<file path="config.mk">
export PLATFORM = sky130hd
export DESIGN_NAME = mmee_unit
export DESIGN_NICKNAME = d
export VERILOG_FILES = /design/src/inc/mmee_pkg.sv /design/src/rtl/mmee_unit.sv
export SDC_FILE = /design/constraint.sdc
export NUM_CORES = 1
export LEC_CHECK = 0
export ABC_AREA = 1
export BUFFER_PORTS_ARGS = -buffer_cell sky130_fd_sc_hd__buf_2
export CORE_MARGIN = 2
export CORE_UTILIZATION = 35
export DETAILED_ROUTE_END_ITERATION = 6
export PLACE_DENSITY = 0.55
export SLEW_MARGIN = 20
export SYNTH_ARGS = -nofsm -noshare
export SYNTH_HDL_FRONTEND = slang
export SYNTH_SLANG_ARGS = --single-unit
</file>
<file path="constraint.sdc">
create_clock -name I_CLOCK -period 7.5 [get_ports I_CLOCK]
set_clock_uncertainty 0.05 [all_clocks]
set_input_delay 0.375 -clock I_CLOCK [delete_from_list [all_inputs] [get_ports I_CLOCK]]
set_output_delay 0.375 -clock I_CLOCK [all_outputs]
set_load 0.05 [all_outputs]
</file>
<file path="src/inc/mmee_pkg.sv">
/*
  Package for the management mode entry and exit unit: save area offsets,
  reset values, item layout and the carrier structs.
  Assumes a single core clock and a memory port that acknowledges each beat.
*/
package mmee_pkg;

  localparam logic [31:0] BASE_RESET      = 32'h0003_0000;
  localparam logic [31:0] SAVE_AREA_OFS   = 32'h0000_FE00;
  localparam logic [31:0] HANDLER_OFS     = 32'h0000_8000;
  localparam int          RELOC_BIT       = 17;
  // Revision value is arbitrary; the relocation bit is forced on top of it
  localparam logic [31:0] REVISION_VALUE  = 32'h0000_0101;
  localparam logic [4:0]  SIZE_LOG2_DEF   = 5'h10;
  localparam logic [4:0]  SIZE_LOG2_MIN   = 5'h0F;
  localparam logic [5:0]  SIZE_LOG2_MAX   = 6'h20;

  // Save area item offsets from the region base
  localparam logic [15:0] OFS_REVISION    = 16'hFEFC;
  localparam logic [15:0] OFS_BASE_IMAGE  = 16'hFF00;
  localparam logic [15:0] OFS_IO_RESTART  = 16'hFEC8;
  localparam logic [15:0] OFS_AUTO_HALT   = 16'hFEC9;
  localparam logic [15:0] OFS_CS_SEL      = 16'hFE10;
  localparam logic [15:0] OFS_IO_RIP      = 16'hFEA0;

  localparam logic [2:0]  ITEM_LAST       = 3'h5;
  localparam logic [2:0]  ITEM_FIRST_LOAD = 3'h1;

  // Beat sizes
  localparam logic [1:0]  SZ_BYTE  = 2'h0;
  localparam logic [1:0]  SZ_WORD  = 2'h1;
  localparam logic [1:0]  SZ_DWORD = 2'h2;

  typedef enum {ST_IDLE, ST_SAVE, ST_ENTER, ST_INMODE, ST_RESTORE, ST_EXIT} mmee_state_type;

  // Core state that passes through the save area
  typedef struct packed {
    logic [31:0] base_image;
    logic [15:0] cs_sel;
    logic [31:0] io_rip;
    logic [7:0]  io_restart;
    logic [7:0]  auto_halt;
  } mmee_core_type;

  // One memory beat toward the region
  typedef struct packed {
    logic        req;
    logic        we;
    logic [1:0]  size;
    logic [31:0] addr;
    logic [31:0] wdata;
  } mmee_mem_type;

endpackage

</file>
<file path="src/rtl/mmee_unit.sv">
/*
  Management mode entry and exit sequencer with the region base register.
  Holds the interrupt synchroniser and edge detector, the one-deep pending
  request, the save and restore beat sequencer, the base register, the mode
  flags seen by the core and by system logic, the handler launch, the region
  span and the real-mode address former.
  Entry writes six save area items, one beat each, in a fixed order:
  revision, base image, the two restart bytes, code selector and restart
  pointer. Exit reads back the same items except the revision, and the base
  register takes the reloaded image only as the mode is left.
  The page-fault address register is never part of the image; handlers that
  need it kept must save it themselves.
  Beats are at least two cycles apart: the request rises one cycle after
  the mode flag, after the restore state is entered or after the previous beat ends, and drops the cycle after
  its acknowledge.
  Assumes system logic steers memory by O_MGMT_MODE and answers each beat
  with a one-cycle I_MEM_ACK while O_MEM.req stands; read data comes with
  that acknowledge.
  Assumes the core reports the resume instruction on I_RESUME as a one-cycle
  pulse while in mode, and supplies its state on I_CORE, which is sampled as
  each save beat is issued.
  I_MGMT_INT may come from any domain; it passes two flip-flops here and only
  its rising edge requests entry.
  The size field reaches at most a 2G region, so a 4G region cannot be
  selected through it. Software keeps the base below 4G and uses
  address-size overrides once the base lies above 1M.
*/
`timescale 1ns/1ps
module mmee_unit
  import mmee_pkg::*;
(
  input  wire logic          I_CLOCK,
  input  wire logic          I_RESET,
  input  wire logic          I_MGMT_INT,
  input  wire logic          I_RESUME,
  input  wire mmee_core_type I_CORE,
  input  wire logic [4:0]    I_REGION_SIZE_LOG2,
  input  wire logic [15:0]   I_SEG_SEL,
  input  wire logic [15:0]   I_SEG_OFS,
  input  wire logic          I_MEM_ACK,
  input  wire logic [31:0]   I_MEM_RDATA,
  output mmee_mem_type       O_MEM,
  output logic               O_MGMT_MODE,
  output logic               O_INT_DISABLE,
  output logic               O_XLATE_OFF,
  output logic               O_SIZE16,
  output logic               O_FETCH_START,
  output logic [31:0]        O_FETCH_ADDR,
  output logic [15:0]        O_CS_SEL,
  output logic [31:0]        O_CS_BASE,
  output logic [31:0]        O_REGION_BASE,
  output logic [32:0]        O_REGION_TOP,
  output logic [20:0]        O_LIN_ADDR,
  output logic               O_RESTORE_VALID,
  output mmee_core_type      O_RESTORE
);

  mmee_state_type state;
  logic           int_meta;
  logic           int_sync;
  logic           int_prev;
  logic           int_edge;
  logic           pending;
  logic [31:0]    base;
  logic [2:0]     item;
  logic [15:0]    item_ofs;
  logic [1:0]     item_size;
  logic [31:0]    item_data;
  logic           beat_done;
  logic [5:0]     size_log2;
  mmee_core_type  loaded;

  // Two-flop synchroniser for the interrupt pin, then edge detection
  always_ff @(posedge I_CLOCK) begin
    if (I_RESET) begin
      int_meta <= 1'b0;
      int_sync <= 1'b0;
      int_prev <= 1'b0;
    end else begin
      int_meta <= I_MGMT_INT;
      int_sync <= int_meta;
      int_prev <= int_sync;
    end
  end
  assign int_edge  = int_sync & ~int_prev;
  assign beat_done = O_MEM.req & I_MEM_ACK;

  // Request held while in mode; an edge taken straight from idle is not kept
  always_ff @(posedge I_CLOCK) begin
    if (I_RESET) begin
      pending <= 1'b0;
    end else if (int_edge && (state != ST_IDLE || pending)) begin
      pending <= 1'b1;
    end else if (state == ST_IDLE) begin
      pending <= 1'b0;
    end
  end

  // Save area item table; the page-fault address register has no entry
  always_comb begin
    item_ofs  = OFS_REVISION;
    item_size = SZ_DWORD;
    item_data = REVISION_VALUE;
    case (item)
      3'h0: begin
        item_data            = REVISION_VALUE;
        item_data[RELOC_BIT] = 1'b1;
      end
      3'h1: begin
        item_ofs  = OFS_BASE_IMAGE;
        item_data = base;
      end
      3'h2: begin
        item_ofs  = OFS_IO_RESTART;
        item_size = SZ_BYTE;
        item_data = {24'h000000, I_CORE.io_restart};
      end
      3'h3: begin
        item_ofs  = OFS_AUTO_HALT;
        item_size = SZ_BYTE;
        item_data = {24'h000000, I_CORE.auto_halt};
      end
      3'h4: begin
        item_ofs  = OFS_CS_SEL;
        item_size = SZ_WORD;
        item_data = {16'h0000, I_CORE.cs_sel};
      end
      3'h5: begin
        item_ofs  = OFS_IO_RIP;
        item_data = I_CORE.io_rip;
      end
      default: begin
        item_ofs  = OFS_REVISION;
      end
    endcase
  end

  // Mode sequencer: save, enter, run, restore, exit
  always_ff @(posedge I_CLOCK) begin
    if (I_RESET) begin
      state <= ST_IDLE;
      item  <= 3'h0;
    end else begin
      case (state)
        ST_IDLE: begin
          if (int_edge || pending) begin
            state <= ST_SAVE;
            item  <= 3'h0;
          end
        end
        ST_SAVE: begin
          if (beat_done) begin
            if (item == ITEM_LAST) begin
              state <= ST_ENTER;
            end else begin
              item <= item + 3'h1;
            end
          end
        end
        ST_ENTER: begin
          state <= ST_INMODE;
        end
        ST_INMODE: begin
          if (I_RESUME) begin
            state <= ST_RESTORE;
            item  <= ITEM_FIRST_LOAD;
          end
        end
        ST_RESTORE: begin
          if (beat_done) begin
            if (item == ITEM_LAST) begin
              state <= ST_EXIT;
            end else begin
              item <= item + 3'h1;
            end
          end
        end
        ST_EXIT: begin
          state <= ST_IDLE;
        end
        default: begin
          state <= ST_IDLE;
        end
      endcase
    end
  end

  // Memory beat: one request per item, held until acknowledged
  always_ff @(posedge I_CLOCK) begin
    if (I_RESET) begin
      O_MEM <= '0;
    end else if ((state == ST_SAVE || state == ST_RESTORE) && !O_MEM.req) begin
      O_MEM.req   <= 1'b1;
      O_MEM.we    <= (state == ST_SAVE);
      O_MEM.size  <= item_size;
      O_MEM.addr  <= base + {16'h0000, item_ofs};
      O_MEM.wdata <= (state == ST_SAVE) ? item_data : 32'h0000_0000;
    end else if (beat_done) begin
      O_MEM.req <= 1'b0;
    end
  end

  // Capture read data during restore
  always_ff @(posedge I_CLOCK) begin
    if (I_RESET) begin
      loaded <= '0;
    end else if (state == ST_RESTORE && beat_done) begin
      case (item)
        3'h1: loaded.base_image <= I_MEM_RDATA;
        3'h2: loaded.io_restart <= I_MEM_RDATA[7:0];
        3'h3: loaded.auto_halt  <= I_MEM_RDATA[7:0];
        3'h4: loaded.cs_sel     <= I_MEM_RDATA[15:0];
        3'h5: loaded.io_rip     <= I_MEM_RDATA;
        default: loaded.io_rip  <= loaded.io_rip;
      endcase
    end
  end

  // Region base: reset value, changed only by the reloaded image
  always_ff @(posedge I_CLOCK) begin
    if (I_RESET) begin
      base <= BASE_RESET;
    end else if (state == ST_EXIT) begin
      base <= loaded.base_image;
    end
  end

  // Mode flags seen by the core and by system logic
  always_ff @(posedge I_CLOCK) begin
    if (I_RESET) begin
      O_MGMT_MODE   <= 1'b0;
      O_INT_DISABLE <= 1'b0;
      O_XLATE_OFF   <= 1'b0;
      O_SIZE16      <= 1'b0;
    end else if (state == ST_IDLE && (int_edge || pending)) begin
      O_MGMT_MODE   <= 1'b1;
      O_INT_DISABLE <= 1'b1;
      O_XLATE_OFF   <= 1'b1;
      O_SIZE16      <= 1'b1;
    end else if (state == ST_EXIT) begin
      O_MGMT_MODE   <= 1'b0;
      O_INT_DISABLE <= 1'b0;
      O_XLATE_OFF   <= 1'b0;
      O_SIZE16      <= 1'b0;
    end
  end

  // Handler launch after the save completes
  always_ff @(posedge I_CLOCK) begin
    if (I_RESET) begin
      O_FETCH_START <= 1'b0;
      O_FETCH_ADDR  <= BASE_RESET + HANDLER_OFS;
      O_CS_SEL      <= BASE_RESET[19:4];
      O_CS_BASE     <= BASE_RESET;
    end else begin
      O_FETCH_START <= (state == ST_ENTER);
      if (state == ST_ENTER) begin
        O_FETCH_ADDR <= base + HANDLER_OFS;
        O_CS_SEL     <= base[19:4];
        O_CS_BASE    <= {12'h000, base[19:4], 4'h0};
      end
    end
  end

  // Restored state handed back to the core; the restart bytes pass as they are
  always_ff @(posedge I_CLOCK) begin
    if (I_RESET) begin
      O_RESTORE_VALID <= 1'b0;
      O_RESTORE       <= '0;
    end else begin
      O_RESTORE_VALID <= (state == ST_EXIT);
      if (state == ST_EXIT) begin
        O_RESTORE <= loaded;
      end
    end
  end

  // Region span: size from 32K to 2G, zero selects the 64K default
  always_comb begin
    if (I_REGION_SIZE_LOG2 == 5'h00) begin
      size_log2 = {1'b0, SIZE_LOG2_DEF};
    end else if (I_REGION_SIZE_LOG2 < SIZE_LOG2_MIN) begin
      size_log2 = {1'b0, SIZE_LOG2_MIN};
    end else begin
      size_log2 = {1'b0, I_REGION_SIZE_LOG2};
    end
  end

  // Region bounds and real-mode address formation
  always_ff @(posedge I_CLOCK) begin
    if (I_RESET) begin
      O_REGION_BASE <= BASE_RESET;
      O_REGION_TOP  <= {1'b0, BASE_RESET} + 33'h0_0000_FFFF;
      O_LIN_ADDR    <= 21'h000000;
    end else begin
      O_REGION_BASE <= base;
      O_REGION_TOP  <= {1'b0, base} + ((33'h1 << size_log2) - 33'h1);
      O_LIN_ADDR    <= {1'b0, I_SEG_SEL, 4'h0} + {5'h00, I_SEG_OFS};
    end
  end

endmodule

</file>
==> Word-level counts from Yosys, hierarchy flattened <==
Index checks and enable logic that the tools add are counted.
{ "classes": {"bitwise": 3, "shifts": 1, "n_div": 0, "n_mul": 0, "n_lt_le_gt_ge": 1, "add_sub_neg": 6, "reduce_logical": 26, "eq_ne": 21, "n_mux": 24} }
{ "op_table": {"columns": ["op", "count"], "rows": [
  ["$mux W32", 7],
  ["$pmux W32 S6", 1],
  ["$pmux W32 S5", 1],
  ["$eq A32 B2 Y1 const B", 3],
  ["$eq A32 B3 Y1 const B", 2],
  ["$eq A32 B4 Y1 const B", 2],
  ["$logic_not A32 Y1", 2],
  ["$pmux W9 S5", 1],
  ["$add A32 B33 Y33", 1],
  ["$shl A1 B6 Y33 const A", 1],
  ["$sub A33 B1 Y33 const B", 1],
  ["$add A32 B16 Y32", 1],
  ["$add A32 B16 Y32 const B", 1],
  ["$eq A32 B1 Y1 const B", 1],
  ["$reduce_bool A32 Y1", 1],
  ["$add A20 B16 Y21", 1],
  ["$ne A2 B2 Y1 const B", 7],
  ["$mux W3", 4],
  ["$mux W5", 2],
  ["$reduce_and A2 Y1", 5],
  ["$pmux W3 S3", 1],
  ["$eq A3 B2 Y1 const B", 2],
  ["$eq A3 B3 Y1 const B", 2],
  ["$mux W1", 6],
  ["17 further kinds", 26]
]} }
{ "word_totals": {"n_memories": 0, "regBits": 468, "latchBits": 0, "ram_bits": 0, "mem_bits_ro": 0, "wordCells": 112} }

==> Longest topological paths before layout <==
{ "depth": {"word_depth": 6, "mapped_depth": 24, "mapped_depth_nobuf": 24} }

==> Least setup slack after synthesis <==
Ideal clock, no wire load.
{ "synth_timing": {"path_type": "register to register", "start": "register item[0]", "end": "register O_MEM[62] in the netlist's numbering", "path_slack_ps": 4803, "t_required_ps": 7332, "path_stages_with_launch": 22, "synth_period_minus_slack_ps": 2697, "arrival_time_ps": 2529, "path_cell_list": "dfxtp_1 -> inv_1 -> ha_1 -> nand2_2 -> inv_2 -> nor2_2 -> nand2_1 -> nor2_1 -> inv_1 -> nand2_1 -> ha_1 -> nand2_1 -> inv_1 -> nand2_1 -> nand2_1 -> a21oi_1 -> nand3_1 -> buf_2 -> nand3_1 -> nand2_1 -> nor2_1 -> nor2_1"} }
{ "synth_between": {"elab_chain_cells": 3} }
{ "synth_rtl": {"columns": ["item", "line_no", "text"], "rows": [
  ["start: declaration", "mmee_unit.sv:65", "logic [2:0] item;"],
  ["start signal: assignment", "mmee_unit.sv:156", "item <= item + 3'h1;"],
  ["start signal: assignment", "mmee_unit.sv:174", "item <= item + 3'h1;"],
  ["$eq A3 B3 Y1, or another cell as far along", "mmee_unit.sv:104", "case (item)"],
  ["$pmux W9 S5 *", "mmee_unit.sv:104", null],
  ["$add A32 B16 Y32 *", "mmee_unit.sv:196", "O_MEM.addr <= base + {16'h0000, item_ofs};"],
  ["end: declaration", "mmee_unit.sv:42", "output mmee_mem_type O_MEM,"]
]} }
Mark *: on every way between the ends. The rest lies on a longest branch, timed or not.
A chain may end at the register's enable or synchronous reset.

==> Worst setup path in the final report <==
{ "layout_timing": {"start": "register item[0]", "end": "register O_MEM[54] in the netlist's numbering"} }
The elaborated chain is that of the path after synthesis.

==> summary.txt <==
Critical path
  – CP dominant cell by count: nand2_1
  – Delay-heaviest family, CP: simple AND/OR/NAND/NOR gates
  – Worst endpoint required time: 7.94 ns
  – Worst setup EP type: flop
  – Crit-path cells: ha_1 > ha_1 > nor2_2 > nand2_1 > nor2_1 > inv_1 > nand3_1 > ha_1 > nand2_1 > inv_1 > nand2_1 > nand2_1 > a21oi_1 > nand3_1 > nand3b_1 > nand3_1 > nand2_1 > inv_1
  – R2R Path Start: item[0]$_SDFFE_PP0P_
  – End of the worst register-to-register path: O_MEM[54]$_SDFFE_PP0P_
  – Cells on worst reg2reg path: 18
  – Critical path arrival: 4.31 ns
  – Crit path kind: reg2reg
  – Reg2reg setup slack: 3.63 ns
  – CP bufs+invs: 3
  – Crit-path slowest cell: ha_1
  – Crit Path Max Fanout: 13
  – Startpoint Class: flop
  – Slowest stage delay, CP: 0.68 ns

Power and ir drop
  – Cell Pwr Density: 406 nW/µm²
  – Lkg Pwr: 0.0122 µW
  – Peak VDD IR: 0.197 mV

Place
  – DP Cell Count: 3,722
  – Setup slack at placement: 3.71 ns
  – Placer Congestion: 0.899
  – Port Buffers: 457
  – DPL Wire Length: 51.2 mm

Route
  – Drt drc: 0
  – Routed met1 length: 30.6 mm
  – Vias per cell: 4.88
  – DRT Pass-1 Iters: 5
  – Met2 Routed Length: 31.3 mm
  – WL/cell: 18.0 µm
  – Starting DRT DRC Count: 1,184
  – Post-DRT Antenna Nets: 0
  – Max layer used: met5
  – Wire length on met3: 5.67 mm
  – WL final: 69.2 mm
  – Via Count: 18,734

Yosys
  – Most used DFF post-synth: dfxtp_1
  – Syn avg cell area: 7.07 µm²
  – Synth cell types: 45
  – FFs w/ async S/R, synth: 0
  – Synth Instances: 2,712
  – Yosys warnings: 0
  – Number of synthesized flops with an enable pin: 0
  – Synth Register Bits: 398
  – Netlist Area Pre-Place: 19,200 µm²
  – Sequential area share after synthesis: 0.416

Hold path
  – Min-Delay Path Class: in2reg
  – Hold wc startpoint: I_MEM_RDATA[11]
  – WHS Endpoint: loaded[59]$_SDFFE_PP0P_
  – Hold Path Stages: 3

Global route
  – Via count of the first global-routing pass: 17,989
  – Total gr overflow: 0
  – GRT Util Overall: 0.237
  – First-pass GRT wire length: 104 mm
  – Largest net degree at the start of global routing: 146
  – Antenna violations before repair: 2

CTS
  – CTS tree: done
  – Worst-path clk slew: 0.06 ns
  – Root buffer cell: clkbuf_16
  – H-tree lvl count: 2
  – CTS max path bufs: 3
  – Clock Latency Late Sink: 0.59 ns
  – Total clock buffers created by CTS: 46
  – Post_cts resized: 0
  – CTS Sinks: 398

Timing
  – Final setup vio count: 0
  – Hold Fails Final Rpt: 0
  – Worst setup margin: 3.63 ns
  – Achievable Freq: 259 MHz
  – Setup_tns: 0 ns
  – Fin crit share: 0.515
  – RSZ-0062 raised after global routing: no
  – Max_slew headroom: 0.237
  – Max Transition Viols Final: 0
  – Tmin final: 3.87 ns
  – Worst Max-Slew Pin Slew: 1.14 ns

Floorplanning
  – Rows: 85
  – DIE AREA: 56,700 µm²
  – Die W: 238 µm
  – I/O pins: 506
  – Chip height: 238 µm
  – Placeable Area: 54,000 µm²
  – Starting density of the core: 0.355

Run status
  – Outcome: complete, no violations

Layout
  – # diodes: 0
  – Area grow syn2layout: 22.9%
  – Commonest cells after routing, fill and taps aside: nor2_1, nand2_1, buf_2
  – Layout Cells excl Fill: 3,837
  – Layout cells sized above 1: 0.188
  – Commonest non-fill, non-tap cell in the layout: nor2_1
  – Number of nets in the layout: 3,366

Run
  – Max-cap violations: 0
stage by stage:
stage | area (µm²) | util | hold slack [ns] | power [µW]
after floorplan | 19300 | - | 0.338 | 5940
after global placement | 21500 | 0.398 | 0.346 | 7020
after detailed placement | 21500 | 0.398 | 0.348 | 7040
after CTS | 23600 | 0.436 | 0.000933 | 9660
after global routing | 23600 | 0.436 | 0.0540 | 10200
final | 23600 | 0.436 | 0.0341 | 9580
cell type report:
class	count	area (µm²)
fill	5650	30500
multi-input combinational	1850	9120
sequential	398	7970
timing repair buffer	495	2650
clock buffer	58	1310
inverter	312	1180
tap	696	871
clock inverter	28	459
where the power goes:
group | leakage (µW) | internal (µW) | switching (µW)
Clock | 0.000864 | 1600 | 971
Sequential | 0.00324 | 2460 | 212
Combinational | 0.00815 | 1030 | 3300
cell families after synthesis:
family | share of synthesized area
AOI/OAI and AO/OA | 0.147
other | 0.000392
DFF | 0.416
adders and majority gates | 0.0615
buffers and inverters | 0.115
xor gates and xnor gates | 0.0105
and+or+nand+nor | 0.250
routing by layer:
metal	global-route usage	up-vias
li1	-	9360
met1	0.309	8690
met2	0.386	582
met3	0.0617	98
met4	0.0663	4
met5	0	-
cell usage after synthesis, types with 3 or more instances:
| master | count | area [µm²] |
|---|---|---|
| ha_1 | 91 | 1140 |
| nor3_1 | 22 | 110 |
| nand4_1 | 17 | 106 |
| a221oi_1 | 3 | 26.3 |
| xor2_1 | 19 | 166 |
| o22a_1 | 29 | 254 |
| dfxtp_1 | 398 | 7970 |
| inv_2 | 10 | 37.5 |
| a22o_1 | 5 | 43.8 |
| buf_4 | 82 | 616 |
| or2_2 | 8 | 50.1 |
| o21ai_0 | 262 | 1310 |
| clkbuf_1 | 57 | 214 |
| o21bai_1 | 6 | 45.0 |
| nor2_2 | 6 | 37.5 |
| nand2_1 | 463 | 1740 |
| nand3_1 | 102 | 510 |
| nand3b_1 | 5 | 37.5 |
| a31oi_1 | 4 | 25.0 |
| a21o_1 | 4 | 30.0 |
| a21oi_1 | 148 | 741 |
| o211ai_1 | 24 | 180 |
| xnor2_1 | 4 | 35.0 |
| nor2_1 | 556 | 2090 |
| o21ai_1 | 17 | 85.1 |
| buf_2 | 33 | 165 |
| inv_1 | 300 | 1130 |
| buf_1 | 9 | 33.8 |
| nor2_4 | 6 | 67.6 |
what timing repair did:
item	in CTS	in global routing
endpoints found under the hold margin	53	0
hold buffers	29	0
setup buffers	0	0
registers in the layout, indices dropped and copies added, names as in the netlist:
| register | flops |
|---|---|
| O_CS_BASE | 5 |
| item | 3 |
| pending | 1 |
| O_SIZE16 | 1 |
| O_FETCH_START | 1 |
| O_FETCH_ADDR | 32 |
| int_meta | 1 |
| O_REGION_TOP | 33 |
| int_sync | 1 |
| O_RESTORE_VALID | 1 |
| base | 32 |
| O_MEM | 68 |
| O_REGION_BASE | 32 |
| O_RESTORE | 66 |
| state | 3 |
| int_prev | 1 |
| O_LIN_ADDR | 21 |
| loaded | 96 |
worst reg2reg max path, stage by stage, from the launching register on:
cell and delay [ns]:
dfxtp_1 0.41, ha_1 0.19, ha_1 0.68, nor2_2 0.14, nand2_1 0.14, nor2_1 0.07, inv_1 0.17, nand3_1 0.14
ha_1 0.36, nand2_1 0.13, inv_1 0.05, nand2_1 0.08, nand2_1 0.05, a21oi_1 0.20, nand3_1 0.46, nand3b_1 0.25
nand3_1 0.09, nand2_1 0.09, inv_1 0.04
how the worst max path moves through the flow:
stage,start,endpoint,slack [ns],depth (start not counted)
global placement,I_REGION_SIZE_LOG2[3],O_REGION_TOP[29]$_SDFF_PP0_,3.77,20
finish,item[0]$_SDFFE_PP0P_,O_MEM[54]$_SDFFE_PP0P_,3.63,18
global route,item[0]$_SDFFE_PP0P_,O_MEM[58]$_SDFFE_PP0P_,3.40,18
detailed placement,item[0]$_SDFFE_PP0P_,O_MEM[54]$_SDFFE_PP0P_,3.71,18
CTS,item[0]$_SDFFE_PP0P_,O_MEM[54]$_SDFFE_PP0P_,3.71,18
floorplan,item[0]$_SDFFE_PP0P_,O_MEM[62]$_SDFFE_PP0P_,4.80,21
No activity file was read; power rests on OpenSTA's default activity.
